**src/design/pcu_regs.vh**
```
// Purpose: Register map, field positions and reset values of the position compare unit
// Assumes: APB with 32-bit data; byte addresses are printed indices times four
// Notes: Offsets are word indices; events bit 0 is the match event, bit 1 marks a traverse
// Function
// - Comparison runs continuously, driving one match flag and one match event.
// - Source select 0 compares the internal actual position.
// - Source select 1 compares the encoder position instead.
// - Exact equality of operand and reference sets flag and raises event.
// - Compare value is in microstep units for encoder comparison.
// - Encoder stepping past compare value records event without setting flag.
// - Pair select 00 compares with compare value; 01 with home position.
// - Pair select 10 compares position with matching latch value.
// - Pair select 11 compares revolution counter against compare value.
// - Only the selected operand and reference pair may produce flag or event.
// - Match result drives interrupt output or target-reached pin.
// - Target pin source 11 puts match flag on target-reached pin.
`ifndef PCU_REGS_VH
`define PCU_REGS_VH
`define PCU_IDX_REFCONF 8'h01
`define PCU_IDX_COMPVAL 8'h32
`define PCU_IDX_STATUS 8'h40
`define PCU_IDX_EVENTS 8'h41
`define PCU_IDX_MASK 8'h42
`define PCU_BIT_SOURCE 0
`define PCU_BIT_PAIR_LO 1
`define PCU_BIT_PAIR_HI 2
`define PCU_BIT_TPIN_LO 3
`define PCU_BIT_TPIN_HI 4
`define PCU_RST_REFCONF 32'h00000000
`define PCU_RST_COMPVAL 32'h00000000
`define PCU_RST_MASK 32'h00000000
`define PCU_EVT_MATCH 0
`define PCU_EVT_CROSS 1
`endif

```
**src/design/pcu_position_compare.v**
```verilog
// Purpose: Position compare unit with APB registers, interrupt and target pin select
// Assumes: Position inputs come from logic on clk_sys
// Notes: APB slave answers with zero wait states; unmapped reads return zero
//
// Our own choice: the APB interface to the registers.
`timescale 1ns/100ps
`include "pcu_regs.vh"
module pcu_position_compare #(
  parameter WIDTH = 32
) (
  // Clock and reset
  input wire clk_sys,
  input wire reset_n,
  // APB
  input wire psel,
  input wire penable,
  input wire pwrite,
  input wire [11:0] paddr,
  input wire [31:0] pwdata,
  output wire pready,
  output reg [31:0] prdata,
  output wire pslverr,
  // Positions
  input wire [WIDTH-1:0] internalActualPosition,
  input wire [WIDTH-1:0] encoderPosition,
  input wire [WIDTH-1:0] homePosition,
  input wire [WIDTH-1:0] internalLatchValue,
  input wire [WIDTH-1:0] encoderLatchValue,
  input wire [WIDTH-1:0] revolutionCounter,
  // Other target pin flags
  input wire targetReachedFlag,
  input wire velocityReachedFlag,
  input wire encoderFailFlag,
  // Outputs
  output reg targetReachedPin,
  output reg interrupt,
  output wire matchFlag
);
  reg [31:0] referenceConfiguration;
  reg [31:0] compareValue;
  reg [1:0] events;
  reg [1:0] mask;
  wire matchPulse;
  wire crossPulse;
  wire wrEn;
  wire rdEn;
  wire [9:0] wordIdx;
  wire [1:0] tpinSel;

  function [9:0] byteToIdx;
    input [11:0] a;
    begin
      byteToIdx = a[11:2];
    end
  endfunction

  assign wordIdx = byteToIdx(paddr);
  assign wrEn = psel & penable & pwrite;
  assign rdEn = psel & ~penable & ~pwrite;
  assign pready = 1'b1;
  assign pslverr = 1'b0;
  assign tpinSel = referenceConfiguration[`PCU_BIT_TPIN_HI:`PCU_BIT_TPIN_LO];

  pcu_compare_core #(
    .WIDTH(WIDTH)
  ) u_core (
    .clk_sys(clk_sys),
    .reset_n(reset_n),
    .source(referenceConfiguration[`PCU_BIT_SOURCE]),
    .pairSel(referenceConfiguration[`PCU_BIT_PAIR_HI:`PCU_BIT_PAIR_LO]),
    .internalActualPosition(internalActualPosition),
    .encoderPosition(encoderPosition),
    .compareValue(compareValue[WIDTH-1:0]),
    .homePosition(homePosition),
    .internalLatchValue(internalLatchValue),
    .encoderLatchValue(encoderLatchValue),
    .revolutionCounter(revolutionCounter),
    .matchFlag(matchFlag),
    .matchPulse(matchPulse),
    .crossPulse(crossPulse)
  );

  always @(posedge clk_sys or negedge reset_n) begin
    if (!reset_n) begin
      referenceConfiguration <= `PCU_RST_REFCONF;
      compareValue <= `PCU_RST_COMPVAL;
      mask <= 2'h0;
      events <= 2'h0;
    end else begin
      if (wrEn && wordIdx == {2'h0, `PCU_IDX_REFCONF})
        referenceConfiguration <= pwdata;
      if (wrEn && wordIdx == {2'h0, `PCU_IDX_COMPVAL})
        compareValue <= pwdata;
      if (wrEn && wordIdx == {2'h0, `PCU_IDX_MASK})
        mask <= pwdata[1:0];
      // Set wins over write-one-to-clear; a traverse also records the match event
      events <= (events & ~((wrEn && wordIdx == {2'h0, `PCU_IDX_EVENTS}) ?
                 pwdata[1:0] : 2'h0)) | {crossPulse, matchPulse | crossPulse};
    end
  end

  always @(posedge clk_sys or negedge reset_n) begin
    if (!reset_n) begin
      prdata <= 32'h00000000;
      interrupt <= 1'b0;
      targetReachedPin <= 1'b0;
    end else begin
      if (rdEn) begin
        case (wordIdx)
          {2'h0, `PCU_IDX_REFCONF}: prdata <= referenceConfiguration;
          {2'h0, `PCU_IDX_COMPVAL}: prdata <= compareValue;
          {2'h0, `PCU_IDX_STATUS}: prdata <= {31'h00000000, matchFlag};
          {2'h0, `PCU_IDX_EVENTS}: prdata <= {30'h00000000, events};
          {2'h0, `PCU_IDX_MASK}: prdata <= {30'h00000000, mask};
          default: prdata <= 32'h00000000;
        endcase
      end
      interrupt <= |(events & mask);
      case (tpinSel)
        2'h0: targetReachedPin <= targetReachedFlag;
        2'h1: targetReachedPin <= velocityReachedFlag;
        2'h2: targetReachedPin <= encoderFailFlag;
        2'h3: targetReachedPin <= matchFlag;
        default: targetReachedPin <= targetReachedFlag;
      endcase
    end
  end
endmodule // pcu_position_compare

```
**src/design/pcu_compare_core.v**
```verilog
// Purpose: Selects the compare pair and tests equality and crossing each cycle
// Assumes: Operands are signed and sampled on clk_sys
// Notes: Result is registered one cycle after the operands
`timescale 1ns/100ps
module pcu_compare_core #(
  parameter WIDTH = 32
) (
  // Clock and reset
  input wire clk_sys,
  input wire reset_n,
  // Selects
  input wire source,
  input wire [1:0] pairSel,
  // Operands
  input wire [WIDTH-1:0] internalActualPosition,
  input wire [WIDTH-1:0] encoderPosition,
  input wire [WIDTH-1:0] compareValue,
  input wire [WIDTH-1:0] homePosition,
  input wire [WIDTH-1:0] internalLatchValue,
  input wire [WIDTH-1:0] encoderLatchValue,
  input wire [WIDTH-1:0] revolutionCounter,
  // Results
  output reg matchFlag,
  output reg matchPulse,
  output reg crossPulse
);
  reg [WIDTH-1:0] operand;
  reg [WIDTH-1:0] reference;
  reg [1:0] prevDiffSign;
  reg prevValid;
  reg [1:0] prevPair;
  reg prevSource;
  wire equal;
  wire signNow;
  wire [WIDTH-1:0] diff;

  always @* begin
    operand = source ? encoderPosition : internalActualPosition;
    reference = compareValue;
    case (pairSel)
      2'h0: reference = compareValue;
      2'h1: reference = homePosition;
      2'h2: reference = source ? encoderLatchValue : internalLatchValue;
      2'h3: begin
        operand = revolutionCounter;
        reference = compareValue;
      end
      default: reference = compareValue;
    endcase
  end

  assign equal = (operand == reference);
  assign diff = operand - reference;
  assign signNow = diff[WIDTH-1];

  always @(posedge clk_sys or negedge reset_n) begin
    if (!reset_n) begin
      matchFlag <= 1'b0;
      matchPulse <= 1'b0;
      crossPulse <= 1'b0;
      prevDiffSign <= 2'h0;
      prevValid <= 1'b0;
      prevPair <= 2'h0;
      prevSource <= 1'b0;
    end else begin
      matchFlag <= equal;
      matchPulse <= equal & ~matchFlag;
      // Crossing only counts when the pair did not change between samples
      crossPulse <= source & (pairSel != 2'h3) & prevValid & ~equal &
                    (prevPair == pairSel) & (prevSource == source) &
                    (prevDiffSign[0] != signNow) & (prevDiffSign[1] == 1'b0);
      prevDiffSign <= {equal, signNow};
      prevValid <= 1'b1;
      prevPair <= pairSel;
      prevSource <= source;
    end
  end
endmodule // pcu_compare_core

```
**config.mk**
```make
export PLATFORM = sky130hd
export DESIGN_NAME = pcu_position_compare
export DESIGN_NICKNAME = d
export VERILOG_FILES = /design/src/design/pcu_position_compare.v /design/src/design/pcu_compare_core.v
export VERILOG_INCLUDE_DIRS = /design/src /design/src/design
export SDC_FILE = /design/constraint.sdc
export NUM_CORES = 1
export LEC_CHECK = 0
export CORE_ASPECT_RATIO = 0.5
export CORE_MARGIN = 2
export CORE_UTILIZATION = 52
export CTS_BUF_LIST = sky130_fd_sc_hd__clkbuf_4
export CTS_CLUSTER_SIZE = 10
export DETAILED_ROUTE_END_ITERATION = 8
export DONT_BUFFER_PORTS = 1
export PLACE_DENSITY = 0.67
export SLEW_MARGIN = 20
export SYNTH_ARGS = -nofsm -noshare
export SYNTH_HDL_FRONTEND = slang
export SYNTH_HIERARCHICAL = 1
export SYNTH_SLANG_ARGS = --single-unit
export TNS_END_PERCENT = 20
```
**constraint.sdc**
```tcl
create_clock -name clk_sys -period 3.9 [get_ports clk_sys]
set_input_delay 0.78 -clock clk_sys [delete_from_list [all_inputs] [get_ports clk_sys]]
set_output_delay 0.78 -clock clk_sys [all_outputs]
set_load 0.05 [all_outputs]
```
Yosys cells after proc, flatten, opt, wreduce, memory -nomap -nowiden --
Index checks and enable logic that the tools add are counted.
Operators by class: shift operators 0, equal/unequal tests 16, div/mod/pow operators 0, reductions and logical operators 8, muxes and demuxes 7, add/subtract/negate cells 1, $lt $le $gt $ge 0, bitwise operators 22, multipliers 0
Operator list (number):
- $pmux 32 s5 | 1
- $mux 32 | 3
- $pmux 32 s3 | 1
- $eq 32x32->1 | 1
- $sub 32x32->32 | 1
- $eq 10x7->1 const B | 3
- $and 1x1->1 | 12
- $eq 10x1->1 const B | 1
- $eq 10x6->1 const B | 1
- $eq 2x2->1 const B | 4
- $not 1->1 | 5
- $and 2x2->2 | 2
- $eq 2x1->1 const B | 2
- $logic_and 1x1->1 | 4
- $logic_not 2->1 | 2
- $pmux 1 s4 | 1
- $reduce_or 2->1 | 2
- $eq 2x2->1 | 1
- $mux 2 | 1
- $ne 2x2->1 const B | 1
- $not 2->2 | 1
- $or 2x2->2 | 1
- $eq 1x1->1 | 1
- $ne 1x1->1 | 1
- $or 1x1->1 | 1
Storage, ports and cells: register bits 111, memory bits (read-only) 0, bits in latches 0, output and inout port bits 37, RAM bits 0, memories 0

Depth between registers and ports, before layout --
depth in word-level cells 10, gate-level depth with buffers 14

By module --
Netlist, hierarchy kept.
By module, submodules not included:
- pcu_position_compare | seq. area each 2552.4 um2, cells an instance 327, instances 1, area an instance 4346.7 um2
- pcu_compare_core | seq. area each 200.2 um2, cells an instance 330, instances 1, area an instance 2562.5 um2

Worst setup path after synthesis --
Ideal clock, no wire load.
path kind flip-flop to flip-flop, start register referenceConfiguration[0], end register u_core.crossPulse, data arrival time 2.972 ns, setup slack 0.854 ns, period minus slack after synthesis 3.046 ns, path buffers 2, setup time 0.073 ns, stages on the path, launching flop included 14, path through dfrtp_1 -> buf_2 -> buf_2 -> mux2_2 -> a221o_1 -> o21ai_0 -> ha_1 -> a21oi_1 -> o21ai_0 -> a221oi_1 -> o211ai_1 -> or3_1 -> a21o_1 -> a21oi_2
On the way: word-level cells in the longest chain between the ends 9
RTL lines:
- start, declared | line pcu_position_compare.v:39 | reg [31:0] referenceConfiguration;
- start signal, assigned | line pcu_position_compare.v:85 | referenceConfiguration <= `PCU_RST_REFCONF;
- start signal, assigned | line pcu_position_compare.v:91 | referenceConfiguration <= pwdata;
- branches (longest 7 deep; another with $sub 32x32->32)
- $and 1x1->1 * | line pcu_compare_core.v:70 | (prevPair == pairSel) & (prevSource == source) &
- $and 1x1->1 * | line pcu_compare_core.v:71 | (prevDiffSign[0] != signNow) & (prevDiffSign[1] == 1'b0);
- end signal, assigned | line pcu_compare_core.v:69 | crossPulse <= source & (pairSel != 2'h3) & prevValid & ~equal &
- end, declared | line pcu_compare_core.v:25 | output reg crossPulse
Mark *: on every way between the ends. A chain may end at the register's enable or synchronous reset.

Worst setup path in the final report --
Same ends and word-level chain as after synthesis.

==> results_dict.tcl <==
set metrics [dict create \
    fillers 1148 \
    cp-startpoint "referenceConfiguration[0]" \
    cts-buffers-inserted 9 \
    synthDistinctLibCells 52 \
    clk_pin_slew_ps 160 \
    die_x_um 167 \
    powerDensity_nw_per_um2 254 \
    synth.avg_cell_area_um2 10.5 \
    cpPeakStageDelay_ps 870 \
    fin_nets 914 \
    drive_above_1_share 0.168 \
    grt_first_pass_wirelength_um 28100 \
    antenna_found_initial 1 \
    area_growth_pct 3.91 \
    worst_path_max_delay_cell "dfrtp_4" \
    layout_common_cells "dfrtp_1, nand2_1, o21ai_0" \
    rsz0062_at_grt "no" \
    fin_crit_ps 3640 \
    synth_nets 935 \
    die_h_um 85.5 \
    wirelength_um 18400 \
    path_cells "buf_4 -> mux2i_1 -> o21ai_0 -> ha_1 -> nand4_1 -> a21oi_1 -> o31ai_1 -> a31oi_1 -> or3_1 -> a21o_1 -> a21oi_2" \
    clock-sinks 110 \
    p_leak_nw 3.08 \
    start_util 0.539 \
    end_kind "flip-flop" \
    critPathArrivalTime_ps 4040 \
    place.gp.congestion 0.845 \
    post-route-period-util 0.935 \
    worstPathMaxFanout 44 \
    rr_endpoint "u_core/crossPulse" \
    async_flop_share 1.00 \
    postCtsSetupRepairBufs 0 \
    mostFrequentLayoutCell "dfrtp_1" \
    ff2ff_path_depth 11 \
    core_area_um2 12800 \
    dp_hpwl_um 13900 \
    setup.worst_path.end "u_core/crossPulse" \
    syn_area_um2 6910 \
    hp-class "in -> async" \
    cts_hold_buf 1 \
    syn_inst 657 \
    grt_pass1_vias 5137 \
    portBuffers 0 \
    fin_skew_ps 14.6 \
    start_kind "flip-flop" \
    vias 5193 \
    cts_tree "yes" \
    yosys_warnings 6 \
    fin_area_um2 7180 \
    worstSetupPathType "reg -> reg" \
    grt_remaining_overflow 0 \
    worst_pin_slew_ps 674 \
    p_total_mw 1.83 \
    status "complete, no violations" \
    ys_seq_area_frac 0.398 \
    route.detailed.wl_per_inst_um 22.7 \
    required_ps 4300 \
    drv_slew 0 \
    cts_root_buffer "clkbuf_4" \
    dr.pass1.iters 5 \
    max_clock_freq_ghz 0.274 \
    worstReg2RegStart "referenceConfiguration[0]" \
    ant_nets 0 \
    post_cts_resized 0 \
    dieArea_um2 14300 \
    setup_tns_ps 0 \
    grt_max_degree 111 \
    drtIter0Drc 324 \
    place_area_um2 7040 \
    ir_drop_mv 0.187 \
    setup_violations 0 \
    cap_violations 0 \
    clk_path_buf_depth 2 \
    remaining_drc_errors 0 \
    ios 281 \
    h-tree-depth 3 \
    track_usage 0.254 \
    synth-edff-count 0 \
    synth_ff_type "dfrtp_1" \
    r2r_setup_slack_ps 260 \
    clock_latency_ps 450 \
    rows 29 \
    max_slew_margin 0.546 \
    hold_viol_final 0 \
    avgViaCountPerCell 6.40 \
    ys_ff_latch 110 \
]
[worst max-delay path: cells and delay by family, from the launching register on]
family,cells,cell delay [ps]
multiplexers,1,100
AND/OR/NAND/NOR,2,540
buffers and inverters,1,350
AO/OA/AOI/OAI,6,1380
flip-flops,1,870
adder cells (fa/ha/maj),1,350
[logic make-up (layout without fill, tap and decap cells)]
kind of cell    after synthesis  after routing  share of synthesized area
fa+ha+maj                    34             34                     0.0616
buf+inv                      55             39                     0.0369
mux                         134            134                      0.230
compound gates              193            193                      0.181
simple gates                124            124                     0.0857
flops                       110            110                      0.398
xor+xnor                      4              4                    0.00507
other cells                   3              4                    0.00163
[where the power goes]
| part | switching (mW) | total [mW] | leakage [nW] | internal, mW |
|---|---|---|---|---|
| logic | 0.0884 | 0.155 | 1.50 | 0.0663 |
| clock network | 0.368 | 0.506 | 0.0654 | 0.138 |
| registers | 0.0156 | 1.17 | 1.52 | 1.15 |
| total | 0.472 | 1.83 | 3.08 | 1.35 |
[worst min path at each step]
stage          cells past startpoint                 startpoint                         end  slack (ps)
2_1_floorplan                      0  referenceConfiguration[0]           u_core/prevSource         410
4_1_cts                            1                    reset_n                  prdata[25]         240
6_report                           1                    reset_n  referenceConfiguration[23]         220
3_5_place_dp                       1          u_core/matchPulse                   events[0]         430
5_1_grt                            1                    reset_n                  prdata[25]         220
3_3_place_gp                       1          u_core/matchPulse                   events[0]         430
[sequential cells by signal (all words and copies together) (netlist names)]
name / count
targetReachedPin: 1
referenceConfiguration: 32
interrupt: 1
prdata: 32
u_core/prevDiffSign: 1
u_core/matchPulse: 1
u_core/prevSource: 1
u_core/prevPair: 2
u_core/crossPulse: 1
u_core/prevValid: 1
mask: 2
u_core/matchFlag: 1
events: 2
compareValue: 32
[routing by layer]
| layer | vias up | wire length [µm] | global-route usage |
|---|---|---|---|
| li1 | 2405 | - | - |
| met4 | 2 | 110 | 0.0306 |
| met1 | 2585 | 8130 | 0.342 |
| met2 | 191 | 8730 | 0.424 |
| met3 | 10 | 1440 | 0.0748 |
| met5 | - | 7 | 0 |
[cells in the mapped netlist (30+ instances only)]
| master | number | area share |
|---|---|---|
| a221o_1 | 31 | 0.045 |
| a22oi_1 | 31 | 0.034 |
| clkbuf_1 | 31 | 0.017 |
| dfrtp_1 | 110 | 0.40 |
| ha_1 | 34 | 0.062 |
| mux2_1 | 35 | 0.057 |
| mux2_2 | 33 | 0.054 |
| mux2_4 | 30 | 0.065 |
| mux2i_1 | 35 | 0.051 |
| nand2_1 | 72 | 0.039 |
| o21ai_0 | 68 | 0.049 |
| o21ai_1 | 30 | 0.022 |
[area by class of cell]
cell class | instances | area (µm²) | area share
Antenna cell | 1 | 2.50 | 0.000349
Clock buffer | 10 | 75.1 | 0.0105
Clock inverter | 6 | 38.8 | 0.00540
Inverter | 4 | 15.0 | 0.00209
Multi-Input combinational cell | 492 | 3920 | 0.545
Sequential cell | 110 | 2760 | 0.384
Tap cell | 170 | 213 | 0.0296
Timing Repair Buffer | 19 | 163 | 0.0227
[per-stage QoR]
step                       util  hold WS, ps  std cells  setup WS (ps)
final                     0.561          219        812            255
after global routing      0.560          222        811           38.7
after CTS                 0.560          244        811            316
after detailed placement  0.549          434        794            349
after global placement    0.549          430        794            426
after floorplan               -          413        657            854
No activity file was read; power rests on OpenSTA's default activity.
